===== config.mk =====
export PLATFORM = sky130hd
export DESIGN_NAME = mtrap_ctrl
export DESIGN_NICKNAME = d
export VERILOG_FILES = /design/src/hw/mtrap_pkg.sv /design/src/hw/mtrap_sticky.sv /design/src/hw/mtrap_ctrl.sv
export VERILOG_INCLUDE_DIRS = /design/src /design/src/hw
export SDC_FILE = /design/constraint.sdc
export NUM_CORES = 1
export LEC_CHECK = 0
export BUFFER_PORTS_ARGS = -buffer_cell sky130_fd_sc_hd__buf_2
export CORE_ASPECT_RATIO = 1.4
export CORE_UTILIZATION = 30
export DETAILED_ROUTE_END_ITERATION = 8
export PLACE_DENSITY_LB_ADDON = 0.12
export SYNTH_ARGS = -nofsm -noshare
export SYNTH_HDL_FRONTEND = slang
export SYNTH_SLANG_ARGS = --single-unit
export TNS_END_PERCENT = 20

===== constraint.sdc =====
create_clock -name pclk -period 4.12 [get_ports pclk]
set_clock_uncertainty 0.05 [all_clocks]
set_input_delay 0.206 -clock pclk [delete_from_list [all_inputs] [get_ports pclk]]
set_output_delay 0.206 -clock pclk [all_outputs]
set_load 0.02 [all_outputs]

===== src/hw/mtrap_map.svh =====
`ifndef MTRAP_MAP_SVH
`define MTRAP_MAP_SVH

// Register byte offsets
`define MT_OFF_CTRL        12'h000
`define MT_OFF_IRQ_STATUS  12'h004
`define MT_OFF_IRQ_MASK    12'h008

// trap_control_one field positions
`define MT_BIT_CAT_A_FLAG  12
`define MT_BIT_CAT_B_FLAG  11
`define MT_BIT_OVF_A_EN    10
`define MT_BIT_OVF_B_EN    9
`define MT_BIT_CAT_EN      8
`define MT_BIT_SHIFT_FLAG  7
`define MT_BIT_DIV0_FLAG   6

// Interrupt status and mask field positions
`define MT_IRQ_CAT_A       0
`define MT_IRQ_CAT_B       1
`define MT_IRQ_OVF_A       2
`define MT_IRQ_OVF_B       3
`define MT_IRQ_SHIFT       4
`define MT_IRQ_DIV0        5

// Widths and reset values
`define MT_REG_W           16
`define MT_IRQ_W           6
`define MT_FLAG_W          4
`define MT_CTRL_RST        16'h0000
`define MT_IRQ_RST         6'h00
`define MT_FLAG_RST        4'h0
`define MT_DATA_W          32

`endif


===== src/hw/mtrap_pkg.sv =====
package mtrap_pkg;

	// Arithmetic datapath event pulses
	typedef struct packed
	{
		logic cat_a;
		logic cat_b;
		logic ovf_a;
		logic ovf_b;
		logic bad_shift;
		logic div_zero;
	} mtrap_evt_t;

	// Trap requests toward the vectoring logic
	typedef struct packed
	{
		logic math_trap;
		logic cat_a;
		logic cat_b;
		logic ovf_a;
		logic ovf_b;
		logic bad_shift;
		logic div_zero;
	} mtrap_req_t;

endpackage


===== src/hw/mtrap_sticky.sv =====
`timescale 1ns/100ps
`include "mtrap_map.svh"
module mtrap_sticky
	import mtrap_pkg::*;
#(
	parameter int          W     = 4,
	parameter bit          W1C   = 1'b0,
	parameter logic [W-1:0] RST  = '0
)
(
	input  wire logic         pclk,
	input  wire logic         presetn,
	input  wire logic [W-1:0] set,
	input  wire logic         wr,
	input  wire logic [W-1:0] wdata,
	output logic      [W-1:0] q
);

	if (W < 1)
	begin : g_bad_w
		$error("mtrap_sticky: W must be at least 1");
	end

	// Hardware set wins over any software write in the same cycle
	genvar i;
	generate
		for (i = 0; i < W; i++)
		begin : g_bit
			always_ff @(posedge pclk or negedge presetn)
			begin
				if (!presetn)
					q[i] <= RST[i];
				else if (set[i])
					q[i] <= 1'b1;
				else if (wr)
					q[i] <= W1C ? (q[i] & ~wdata[i]) : wdata[i];
			end
		end
	endgenerate

endmodule


===== src/hw/mtrap_ctrl.sv =====
// What this block does
// - Bit 12 is set when a trap comes from catastrophic overflow of accumulator A, else stays clear.
// - Bit 11 is set when a trap comes from catastrophic overflow of accumulator B, else stays clear.
// - Bit 10 at one lets ordinary overflow of accumulator A trap; at zero that trap is suppressed.
// - Bit 9 at one lets ordinary overflow of accumulator B trap; at zero that trap is suppressed.
// - Bit 8 at one lets catastrophic overflow of A or B trap; at zero those traps are disabled.
// - Bit 7 is set when a math trap comes from an invalid accumulator shift, else stays clear.
// - Bit 6 is set when a math trap comes from a divide by zero, else stays clear.
`timescale 1ns/100ps
`include "mtrap_map.svh"
module mtrap_ctrl
	import mtrap_pkg::*;
#(
	parameter int ADDR_W = 12
)
(
	input  wire logic              pclk,
	input  wire logic              presetn,
	input  wire logic              psel,
	input  wire logic              penable,
	input  wire logic              pwrite,
	input  wire logic [ADDR_W-1:0] paddr,
	input  wire logic [31:0]       pwdata,
	output logic      [31:0]       prdata_q,
	output logic                   pready_q,
	output logic                   pslverr_q,
	input  wire mtrap_evt_t        evt,
	output mtrap_req_t             trap_q,
	output logic                   irq_q
);

	if (ADDR_W < 4)
	begin : g_bad_addr_w
		$error("mtrap_ctrl: ADDR_W must be at least 4");
	end

	localparam logic [`MT_REG_W-1:0] CTRL_RST = `MT_CTRL_RST;

	logic [`MT_FLAG_W-1:0] flag_q;
	logic [`MT_FLAG_W-1:0] flag_set;
	logic [`MT_FLAG_W-1:0] flag_wdata;
	logic [`MT_IRQ_W-1:0]  irq_stat_q;
	logic [`MT_IRQ_W-1:0]  irq_mask_q;
	logic [`MT_IRQ_W-1:0]  irq_set;
	logic                  ovf_a_en_q;
	logic                  ovf_b_en_q;
	logic                  cat_en_q;
	logic                  cat_a_trap;
	logic                  cat_b_trap;
	logic                  ovf_a_trap;
	logic                  ovf_b_trap;
	logic                  any_trap;
	logic                  acc_done;
	logic                  wr_ctrl;
	logic                  wr_stat;
	logic                  wr_mask;
	logic [`MT_REG_W-1:0]  ctrl_view;
	logic [11:0]           off;

	function automatic logic addr_is(input logic [11:0] a, input logic [11:0] o);
		addr_is = (a == o);
	endfunction

	function automatic logic addr_mapped(input logic [11:0] a);
		addr_mapped = addr_is(a, `MT_OFF_CTRL) || addr_is(a, `MT_OFF_IRQ_STATUS)
			|| addr_is(a, `MT_OFF_IRQ_MASK);
	endfunction

	assign off = 12'(paddr);

	// Trap qualification
	assign cat_a_trap = evt.cat_a & cat_en_q;
	assign cat_b_trap = evt.cat_b & cat_en_q;
	assign ovf_a_trap = evt.ovf_a & ovf_a_en_q;
	assign ovf_b_trap = evt.ovf_b & ovf_b_en_q;
	assign any_trap   = cat_a_trap | cat_b_trap | ovf_a_trap | ovf_b_trap
		| evt.bad_shift | evt.div_zero;

	// APB access completes at the edge where pready is high
	assign acc_done = psel & penable & pready_q;
	assign wr_ctrl  = acc_done & pwrite & addr_is(off, `MT_OFF_CTRL);
	assign wr_stat  = acc_done & pwrite & addr_is(off, `MT_OFF_IRQ_STATUS);
	assign wr_mask  = acc_done & pwrite & addr_is(off, `MT_OFF_IRQ_MASK);

	// Flag order: cat_a, cat_b, shift, div0
	assign flag_set[3] = cat_a_trap;
	assign flag_set[2] = cat_b_trap;
	assign flag_set[1] = evt.bad_shift;
	assign flag_set[0] = evt.div_zero;

	assign flag_wdata = {pwdata[`MT_BIT_CAT_A_FLAG], pwdata[`MT_BIT_CAT_B_FLAG],
		pwdata[`MT_BIT_SHIFT_FLAG], pwdata[`MT_BIT_DIV0_FLAG]};

	// Cause flags hold until software writes them
	mtrap_sticky #(
		.W   (`MT_FLAG_W),
		.W1C (1'b0),
		.RST (`MT_FLAG_RST)
	) u_flags (
		.pclk    (pclk),
		.presetn (presetn),
		.set     (flag_set),
		.wr      (wr_ctrl),
		.wdata   (flag_wdata),
		.q       (flag_q)
	);

	always_comb
	begin
		irq_set = '0;
		irq_set[`MT_IRQ_CAT_A] = cat_a_trap;
		irq_set[`MT_IRQ_CAT_B] = cat_b_trap;
		irq_set[`MT_IRQ_OVF_A] = ovf_a_trap;
		irq_set[`MT_IRQ_OVF_B] = ovf_b_trap;
		irq_set[`MT_IRQ_SHIFT] = evt.bad_shift;
		irq_set[`MT_IRQ_DIV0]  = evt.div_zero;
	end

	mtrap_sticky #(
		.W   (`MT_IRQ_W),
		.W1C (1'b1),
		.RST (`MT_IRQ_RST)
	) u_irq_stat (
		.pclk    (pclk),
		.presetn (presetn),
		.set     (irq_set),
		.wr      (wr_stat),
		.wdata   (pwdata[`MT_IRQ_W-1:0]),
		.q       (irq_stat_q)
	);

	// Trap enables
	always_ff @(posedge pclk or negedge presetn)
	begin
		if (!presetn)
		begin
			ovf_a_en_q <= CTRL_RST[`MT_BIT_OVF_A_EN];
			ovf_b_en_q <= CTRL_RST[`MT_BIT_OVF_B_EN];
			cat_en_q   <= CTRL_RST[`MT_BIT_CAT_EN];
		end
		else if (wr_ctrl)
		begin
			ovf_a_en_q <= pwdata[`MT_BIT_OVF_A_EN];
			ovf_b_en_q <= pwdata[`MT_BIT_OVF_B_EN];
			cat_en_q   <= pwdata[`MT_BIT_CAT_EN];
		end
	end

	always_ff @(posedge pclk or negedge presetn)
	begin
		if (!presetn)
			irq_mask_q <= `MT_IRQ_RST;
		else if (wr_mask)
			irq_mask_q <= pwdata[`MT_IRQ_W-1:0];
	end

	always_comb
	begin
		ctrl_view = `MT_CTRL_RST;
		ctrl_view[`MT_BIT_CAT_A_FLAG] = flag_q[3];
		ctrl_view[`MT_BIT_CAT_B_FLAG] = flag_q[2];
		ctrl_view[`MT_BIT_OVF_A_EN]   = ovf_a_en_q;
		ctrl_view[`MT_BIT_OVF_B_EN]   = ovf_b_en_q;
		ctrl_view[`MT_BIT_CAT_EN]     = cat_en_q;
		ctrl_view[`MT_BIT_SHIFT_FLAG] = flag_q[1];
		ctrl_view[`MT_BIT_DIV0_FLAG]  = flag_q[0];
	end

	// One wait state: ready rises at the edge that ends the first access cycle
	always_ff @(posedge pclk or negedge presetn)
	begin
		if (!presetn)
		begin
			pready_q  <= 1'b0;
			pslverr_q <= 1'b0;
			prdata_q  <= 32'h0000_0000;
		end
		else if (psel && penable && !pready_q)
		begin
			pready_q  <= 1'b1;
			pslverr_q <= !addr_mapped(off);
			prdata_q  <= 32'h0000_0000;
			if (!pwrite)
			begin
				if (addr_is(off, `MT_OFF_CTRL))
					prdata_q <= {16'h0000, ctrl_view};
				else if (addr_is(off, `MT_OFF_IRQ_STATUS))
					prdata_q <= {26'h0000000, irq_stat_q};
				else if (addr_is(off, `MT_OFF_IRQ_MASK))
					prdata_q <= {26'h0000000, irq_mask_q};
			end
		end
		else
		begin
			pready_q  <= 1'b0;
			pslverr_q <= 1'b0;
		end
	end

	// Trap requests, one cycle after the event
	always_ff @(posedge pclk or negedge presetn)
	begin
		if (!presetn)
			trap_q <= '0;
		else
		begin
			trap_q.math_trap <= any_trap;
			trap_q.cat_a     <= cat_a_trap;
			trap_q.cat_b     <= cat_b_trap;
			trap_q.ovf_a     <= ovf_a_trap;
			trap_q.ovf_b     <= ovf_b_trap;
			trap_q.bad_shift <= evt.bad_shift;
			trap_q.div_zero  <= evt.div_zero;
		end
	end

	always_ff @(posedge pclk or negedge presetn)
	begin
		if (!presetn)
			irq_q <= 1'b0;
		else
			irq_q <= |(irq_stat_q & irq_mask_q);
	end

	AST_CAT_A_SET: assert property (@(posedge pclk) disable iff (!presetn)
		evt.cat_a && cat_en_q |=> ctrl_view[`MT_BIT_CAT_A_FLAG] && trap_q.math_trap)
		else $error("cat A overflow did not set its flag");

	AST_CAT_B_SET: assert property (@(posedge pclk) disable iff (!presetn)
		evt.cat_b && cat_en_q |=> ctrl_view[`MT_BIT_CAT_B_FLAG] && trap_q.cat_b)
		else $error("cat B overflow did not set its flag");

	AST_CAT_A_QUIET: assert property (@(posedge pclk) disable iff (!presetn)
		!ctrl_view[`MT_BIT_CAT_A_FLAG] && !cat_en_q && !wr_ctrl
		|=> !ctrl_view[`MT_BIT_CAT_A_FLAG])
		else $error("cat A flag rose without an enabled trap");

	AST_OVF_A_GATE: assert property (@(posedge pclk) disable iff (!presetn)
		evt.ovf_a |=> trap_q.ovf_a == $past(ovf_a_en_q))
		else $error("overflow A trap not gated by its enable");

	AST_OVF_B_GATE: assert property (@(posedge pclk) disable iff (!presetn)
		evt.ovf_b && !ovf_b_en_q |=> !trap_q.ovf_b)
		else $error("overflow B trap not suppressed");

	AST_CAT_OFF: assert property (@(posedge pclk) disable iff (!presetn)
		!cat_en_q |=> !trap_q.cat_a && !trap_q.cat_b)
		else $error("catastrophic trap passed while disabled");

	AST_SHIFT_SET: assert property (@(posedge pclk) disable iff (!presetn)
		evt.bad_shift |=> ctrl_view[`MT_BIT_SHIFT_FLAG] && trap_q.math_trap)
		else $error("bad shift did not set its flag");

	AST_DIV0_SET: assert property (@(posedge pclk) disable iff (!presetn)
		evt.div_zero |=> ctrl_view[`MT_BIT_DIV0_FLAG] ##1 ctrl_view[`MT_BIT_DIV0_FLAG] || $past(wr_ctrl))
		else $error("divide by zero did not set its flag");

	AST_FLAG_HOLD: assert property (@(posedge pclk) disable iff (!presetn)
		ctrl_view[`MT_BIT_SHIFT_FLAG] && !wr_ctrl |=> ctrl_view[`MT_BIT_SHIFT_FLAG])
		else $error("cause flag dropped without a write");

	AST_APB_WAIT: assert property (@(posedge pclk) disable iff (!presetn)
		psel && !penable ##1 psel && penable |-> !pready_q ##1 pready_q)
		else $error("APB answer not after one wait state");

	AST_IRQ_LEVEL: assert property (@(posedge pclk) disable iff (!presetn)
		|(irq_stat_q & irq_mask_q) |=> irq_q)
		else $error("interrupt not raised for unmasked status");

	AST_CAT_A_TRAP: assert property (@(posedge pclk) disable iff (!presetn)
		evt.cat_a && cat_en_q |=> trap_q.cat_a)
		else $error("enabled cat A overflow gave no trap");

	AST_CAT_B_QUIET: assert property (@(posedge pclk) disable iff (!presetn)
		!ctrl_view[`MT_BIT_CAT_B_FLAG] && !cat_en_q && !wr_ctrl
		|=> !ctrl_view[`MT_BIT_CAT_B_FLAG])
		else $error("cat B flag rose without an enabled trap");

	AST_OVF_A_PASS: assert property (@(posedge pclk) disable iff (!presetn)
		evt.ovf_a && ovf_a_en_q |=> trap_q.ovf_a && trap_q.math_trap)
		else $error("enabled overflow A gave no trap");

	AST_OVF_B_PASS: assert property (@(posedge pclk) disable iff (!presetn)
		evt.ovf_b && ovf_b_en_q |=> trap_q.ovf_b && trap_q.math_trap)
		else $error("enabled overflow B gave no trap");

	AST_OVF_A_EN_WR: assert property (@(posedge pclk) disable iff (!presetn)
		wr_ctrl |=> ovf_a_en_q == $past(pwdata[`MT_BIT_OVF_A_EN]))
		else $error("overflow A enable not taken from the write");

	AST_CAT_EN_WR: assert property (@(posedge pclk) disable iff (!presetn)
		wr_ctrl |=> cat_en_q == $past(pwdata[`MT_BIT_CAT_EN]))
		else $error("catastrophic enable not taken from the write");

	AST_SHIFT_QUIET: assert property (@(posedge pclk) disable iff (!presetn)
		!ctrl_view[`MT_BIT_SHIFT_FLAG] && !evt.bad_shift && !wr_ctrl
		|=> !ctrl_view[`MT_BIT_SHIFT_FLAG])
		else $error("bad shift flag rose without an event");

	AST_DIV0_QUIET: assert property (@(posedge pclk) disable iff (!presetn)
		!ctrl_view[`MT_BIT_DIV0_FLAG] && !evt.div_zero && !wr_ctrl
		|=> !ctrl_view[`MT_BIT_DIV0_FLAG])
		else $error("divide by zero flag rose without an event");

	AST_FLAG_CLEAR: assert property (@(posedge pclk) disable iff (!presetn)
		wr_ctrl && !pwdata[`MT_BIT_DIV0_FLAG] && !evt.div_zero
		|=> !ctrl_view[`MT_BIT_DIV0_FLAG])
		else $error("cause flag not cleared by software write");

	AST_TRAP_IDLE: assert property (@(posedge pclk) disable iff (!presetn)
		evt == '0 |=> trap_q == '0)
		else $error("trap request without an event");

endmodule


Word-level counts from Yosys, hierarchy flattened
Index checks and enable logic that the tools add are counted.
W data, S select, Z words.
{"block": "word_totals", "regBits": 61, "input_bits": 55, "out_inout_bits": 42, "elab_cells": 99}
{"block": "op_classes", "eq_ne": 2, "mux": 26, "n_bitwise": 28, "n_reduce_logical": 18}
{"op": "$mux W32", "count": 1}
{"op": "$mux W1", "count": 22}
{"op": "$reduce_bool A2 Y1", "count": 10}
{"op": "$and A1 B1 Y1", "count": 16}
{"op": "$mux W13", "count": 1}
{"op": "$eq A12 B3 Y1 const B", "count": 1}
{"op": "$eq A12 B4 Y1 const B", "count": 1}
{"op": "$logic_not A12 Y1", "count": 1}
{"op": "$mux W6", "count": 2}
{"op": "$and A6 B6 Y6", "count": 1}
{"op": "$not A1 Y1", "count": 6}
{"op": "$reduce_or A6 Y1", "count": 1}
{"op": "$or A1 B1 Y1", "count": 5}
{"op": "$logic_and A1 B1 Y1", "count": 2}
{"op": "$logic_not A1 Y1", "count": 2}
{"op": "$logic_or A1 B1 Y1", "count": 2}

Logic depth before layout (Yosys ltp)
{"block": "depth", "ltp_word": 6, "depth_mapped": 4, "mapped_depth_nobuf": 4}

Cells and area by module
A second synthesis with hierarchy kept.
{"block": "unflattened", "cells_unflattened": 151, "hier_area_um2": 1890.6}
{"mod": "mtrap_ctrl", "n_inst": 1, "cells_per_inst": 121, "area_each_um2": 1511.4, "seq_area_each_um2": 800.8}
{"mod": "mtrap_sticky at u_irq_stat", "n_inst": 1, "cells_per_inst": 18, "area_each_um2": 217.7, "seq_area_each_um2": 150.1}
{"mod": "mtrap_sticky at u_flags", "n_inst": 1, "cells_per_inst": 12, "area_each_um2": 161.4, "seq_area_each_um2": 100.1}

Worst setup path after synthesis
OpenSTA, ideal clock, no wires.
{"block": "synth_path", "path_type": "register to register", "from": "register pready_q", "to": "register cat_en_q", "setup_time_ns": 0.125, "t_arrival_ns": 1.891, "required_ns": 3.945, "setup_slack_ns": 2.054, "path_stages_with_launch": 5, "n_path_buf": 1, "synth_period_minus_slack_ns": 2.066, "path_cell_list": "dfrtp_1 or4bb_1 or4_4 buf_6 mux2_4"}
{"block": "synth_via", "elab_chain_len": 3}
{"item": "start: declaration", "line": "mtrap_ctrl.sv:25", "rtl": "output logic pready_q,"}
{"item": "start signal: assignment", "line": "mtrap_ctrl.sv:174", "rtl": "pready_q <= 1'b0;"}
{"item": "start signal: assignment", "line": "mtrap_ctrl.sv:180", "rtl": "pready_q <= 1'b1;"}
{"item": "start signal: assignment", "line": "mtrap_ctrl.sv:195", "rtl": "pready_q <= 1'b0;"}
{"item": "$and A1 B1 Y1", "line": "mtrap_ctrl.sv:80", "rtl": "assign acc_done = psel & penable & pready_q;"}
{"item": "$and A1 B1 Y1 (2 in series)", "line": "mtrap_ctrl.sv:81", "rtl": "assign wr_ctrl = acc_done & pwrite & addr_is(off, `MT_OFF_CTRL);"}
{"item": "end signal: assignment", "line": "mtrap_ctrl.sv:139", "rtl": "cat_en_q <= CTRL_RST[`MT_BIT_CAT_EN];"}
{"item": "end signal: assignment", "line": "mtrap_ctrl.sv:145", "rtl": "cat_en_q <= pwdata[`MT_BIT_CAT_EN];"}
{"item": "end: declaration", "line": "mtrap_ctrl.sv:47", "rtl": "logic cat_en_q;"}
No other way between the ends.
A chain may end at the register's enable or synchronous reset.

Worst setup path after layout
{"block": "layout_path", "from": "register pready_q", "to": "register u_irq_stat.q[2]"}
{"block": "layout_via", "elab_chain_len": 4}
{"item": "$and A1 B1 Y1", "line": "mtrap_ctrl.sv:80"}
{"item": "$and A1 B1 Y1 (2 in series)", "line": "mtrap_ctrl.sv:82", "rtl": "assign wr_stat = acc_done & pwrite & addr_is(off, `MT_OFF_IRQ_STATUS);"}
{"item": "$reduce_bool A2 Y1 (no source line)"}
{"item": "end signal: indexed assignment", "line": "mtrap_sticky.sv:32", "rtl": "q[i] <= RST[i];"}
{"item": "end signal: indexed assignment", "line": "mtrap_sticky.sv:36", "rtl": "q[i] <= W1C ? (q[i] & ~wdata[i]) : wdata[i];"}
{"item": "end: declaration", "line": "mtrap_sticky.sv:16", "rtl": "output logic [W-1:0] q"}
No other way between the ends.

==> results.cfg <==
[floorplan]
core_area_um2 = 6210
initial_utilization = 0.312
io_pins = 97
design.die.area_um2 = 6790
die_h_um = 97.1
die_x_um = 69.9
floorplan.rows = 34

[setup_path]
r2r_slack_ns = 2.07
path_buf_inv = 0
crit_slowest_cell = nor4_1
crit_required_ns = 4.21
worstRegToRegCells = 3
cp_max_fo = 4
start_kind = register
crit_type = register to register
crit_arrival_ns = 2.13
crit_path_max_incr_delay_ns = 0.75
crit_chain = or4bb_1 -> nor4_1 -> a31oi_1
critPathTopFamily = simple AND/OR/NAND/NOR gates
worstSetupEndpointType = register
path_depth = 3

[final_layout]
area_growth_syn_to_layout_pct = 18.5
nets = 291
drive_gt1_frac = 0.326
layout_common_cells = buf_2, dfrtp_1, conb_1
antenna_cells = 0
mostFrequentLayoutCell = buf_2

[global_route]
antenna_found_initial = 0
grt_max_degree = 43
grt_pass1_wl_um = 7390
grt_pass1_vias = 1435
grtUsageTotal = 0.140
grt.overflow.total = 0

[sta]
drv_slew = 0
setup_ws_ns = 2.07
min_period_over_period = 0.497
rsz0062_at_grt = no
tns_ns = 0
setup_viol = 0
post-route-min-period_ns = 2.05
max_freq_mhz = 488
worstMarginPinSlew_ns = 0.931
relSlewSlack = 0.379
hold_viol = 0

[synthesis]
ys_types = 31
synth-edff-count = 0
yosys.area_share.simple = 0.157
synth.area.mux_share = 0.0788
ys_seq_elements = 42
synth_area_um2 = 1940
synth_area_per_cell_um2 = 11.0
synthXorXnorAreaFrac = 0
synth-compound-area-share = 0.107
synth_fa_ha_area_frac = 0
synthArstFlopShare = 1.00
yosys_most_used_dff = dfrtp_1
syn_inst = 176
synth_top_family_by_area = simple AND/OR/NAND/NOR gates
ys_warn_count = 0
ys_seq_area_frac = 0.543

[power]
powerDensity_nw_per_um2 = 319
p_total_uw = 732
p_leak_uw = 0.00123
ir_drop_v = 0.000108

[outcome]
status = completed

[detailed_routing]
drt_iter0_markers = 87
vias = 1443
drt-total-wl_um = 4520
route.detailed.drc = 0
ant_nets = 0
vias_per_cell = 4.69
post_drt_wl_per_cell_um = 14.7
drtPass1Iterations = 4

[clock_network]
htree_levels = 2
cts-root-buf = clkbuf_8
hold_buffers = 0
clkLatencyLatePin_ns = 0.29
clk_path_buf_depth = 2
numClockSinks = 42
postCtsSetupBuffers = 0
post_cts_resized = 0
cts_tree = done
clk_pin_slew_ns = 0.08
cts_made_buffers = 5

[placement]
port_buffers = 58
gp_congestion = 0.727
post-place-ws_ns = 2.04
dpl.hpwl_um = 3330

[job]
cap_violations = 0

[worst_hold_path]
hold_path.class = input port to async pin
[worst paths after layout]
kind | start | to
worst max-delay path | pready_q | u_irq_stat.q[2]
worst min-delay path | presetn | prdata_q[9]
worst max register to register | pready_q | u_irq_stat.q[2]
worst min register to register | prdata_q[3] | prdata_q[3]
max in group asynchronous | presetn | irq_q
min in group pclk | pwdata[0] | u_irq_stat.q[0]
[stage by stage]
step                instance area [µm²]  hold slack, ns  std cells  utilization
finish                             2300         0.00687        308        0.370
global placement                   2220           0.358        301        0.357
CTS                                2300          0.0486        308        0.370
floorplan                          2000          -0.140        194            -
global route                       2300          0.0644        308        0.370
detailed placement                 2220           0.365        301        0.357
[where the power goes]
part	total [µW]	internal (µW)	leakage (µW)	switching (µW)
Sequential	416	415	0.000556	1.18
Combinational	68.2	19.6	0.000631	48.6
Clock	247	117	0.0000383	131
[registers in the layout, summed over array words and instances, names as in the netlist]
register and cells:
pready_q 1, u_irq_stat.q 6, trap_q 7, prdata_q 13
ovf_b_en_q 1, irq_mask_q 6, cat_en_q 1, u_flags.q 4
irq_q 1, ovf_a_en_q 1, pslverr_q 1
[Yosys cell counts (all sizes together), types with 3 or more instances]
| cell | count | share of area |
|---|---|---|
| dfrtp | 42 | 0.54 |
| buf | 20 | 0.079 |
| nand2 | 18 | 0.035 |
| inv | 14 | 0.027 |
| nor2 | 13 | 0.025 |
| a22oi | 9 | 0.035 |
| mux2 | 9 | 0.058 |
| o21ai | 8 | 0.021 |
| o31ai | 6 | 0.023 |
| or4 | 5 | 0.025 |
| a31oi | 4 | 0.013 |
| mux2i | 4 | 0.021 |
| nor4 | 4 | 0.021 |
| clkbuf | 3 | 0.0058 |
| or4bb | 3 | 0.018 |
[kinds of logic after synthesis]
kind of cell,count (synthesis)
compound gates,31
simple gates,52
flops,42
other cells,1
mux,13
buf+inv,37
[metal layers]
layer  vias up  GRT usage  wire [µm]
met1       685      0.182       1990
met2        55      0.223       2190
met4         0     0.0585        104
li1        695          -          -
met3         8     0.0322        237
met5         -          0          0
[layout make-up]
cell class                 instances  area (µm²)
inverter                          14        52.6
timing repair buffer              58         290
multi-input combinational        115         736
fill                             655        3920
clock buffer                       7        76.3
tap                               72        90.1
sequential                        42        1050
[worst reg2reg max path: stages (launching register included)]
cell and delay [ns]:
dfrtp_1 0.39, or4bb_1 0.52, nor4_1 0.75, a31oi_1 0.19
(Power assumes the default switching activity.)
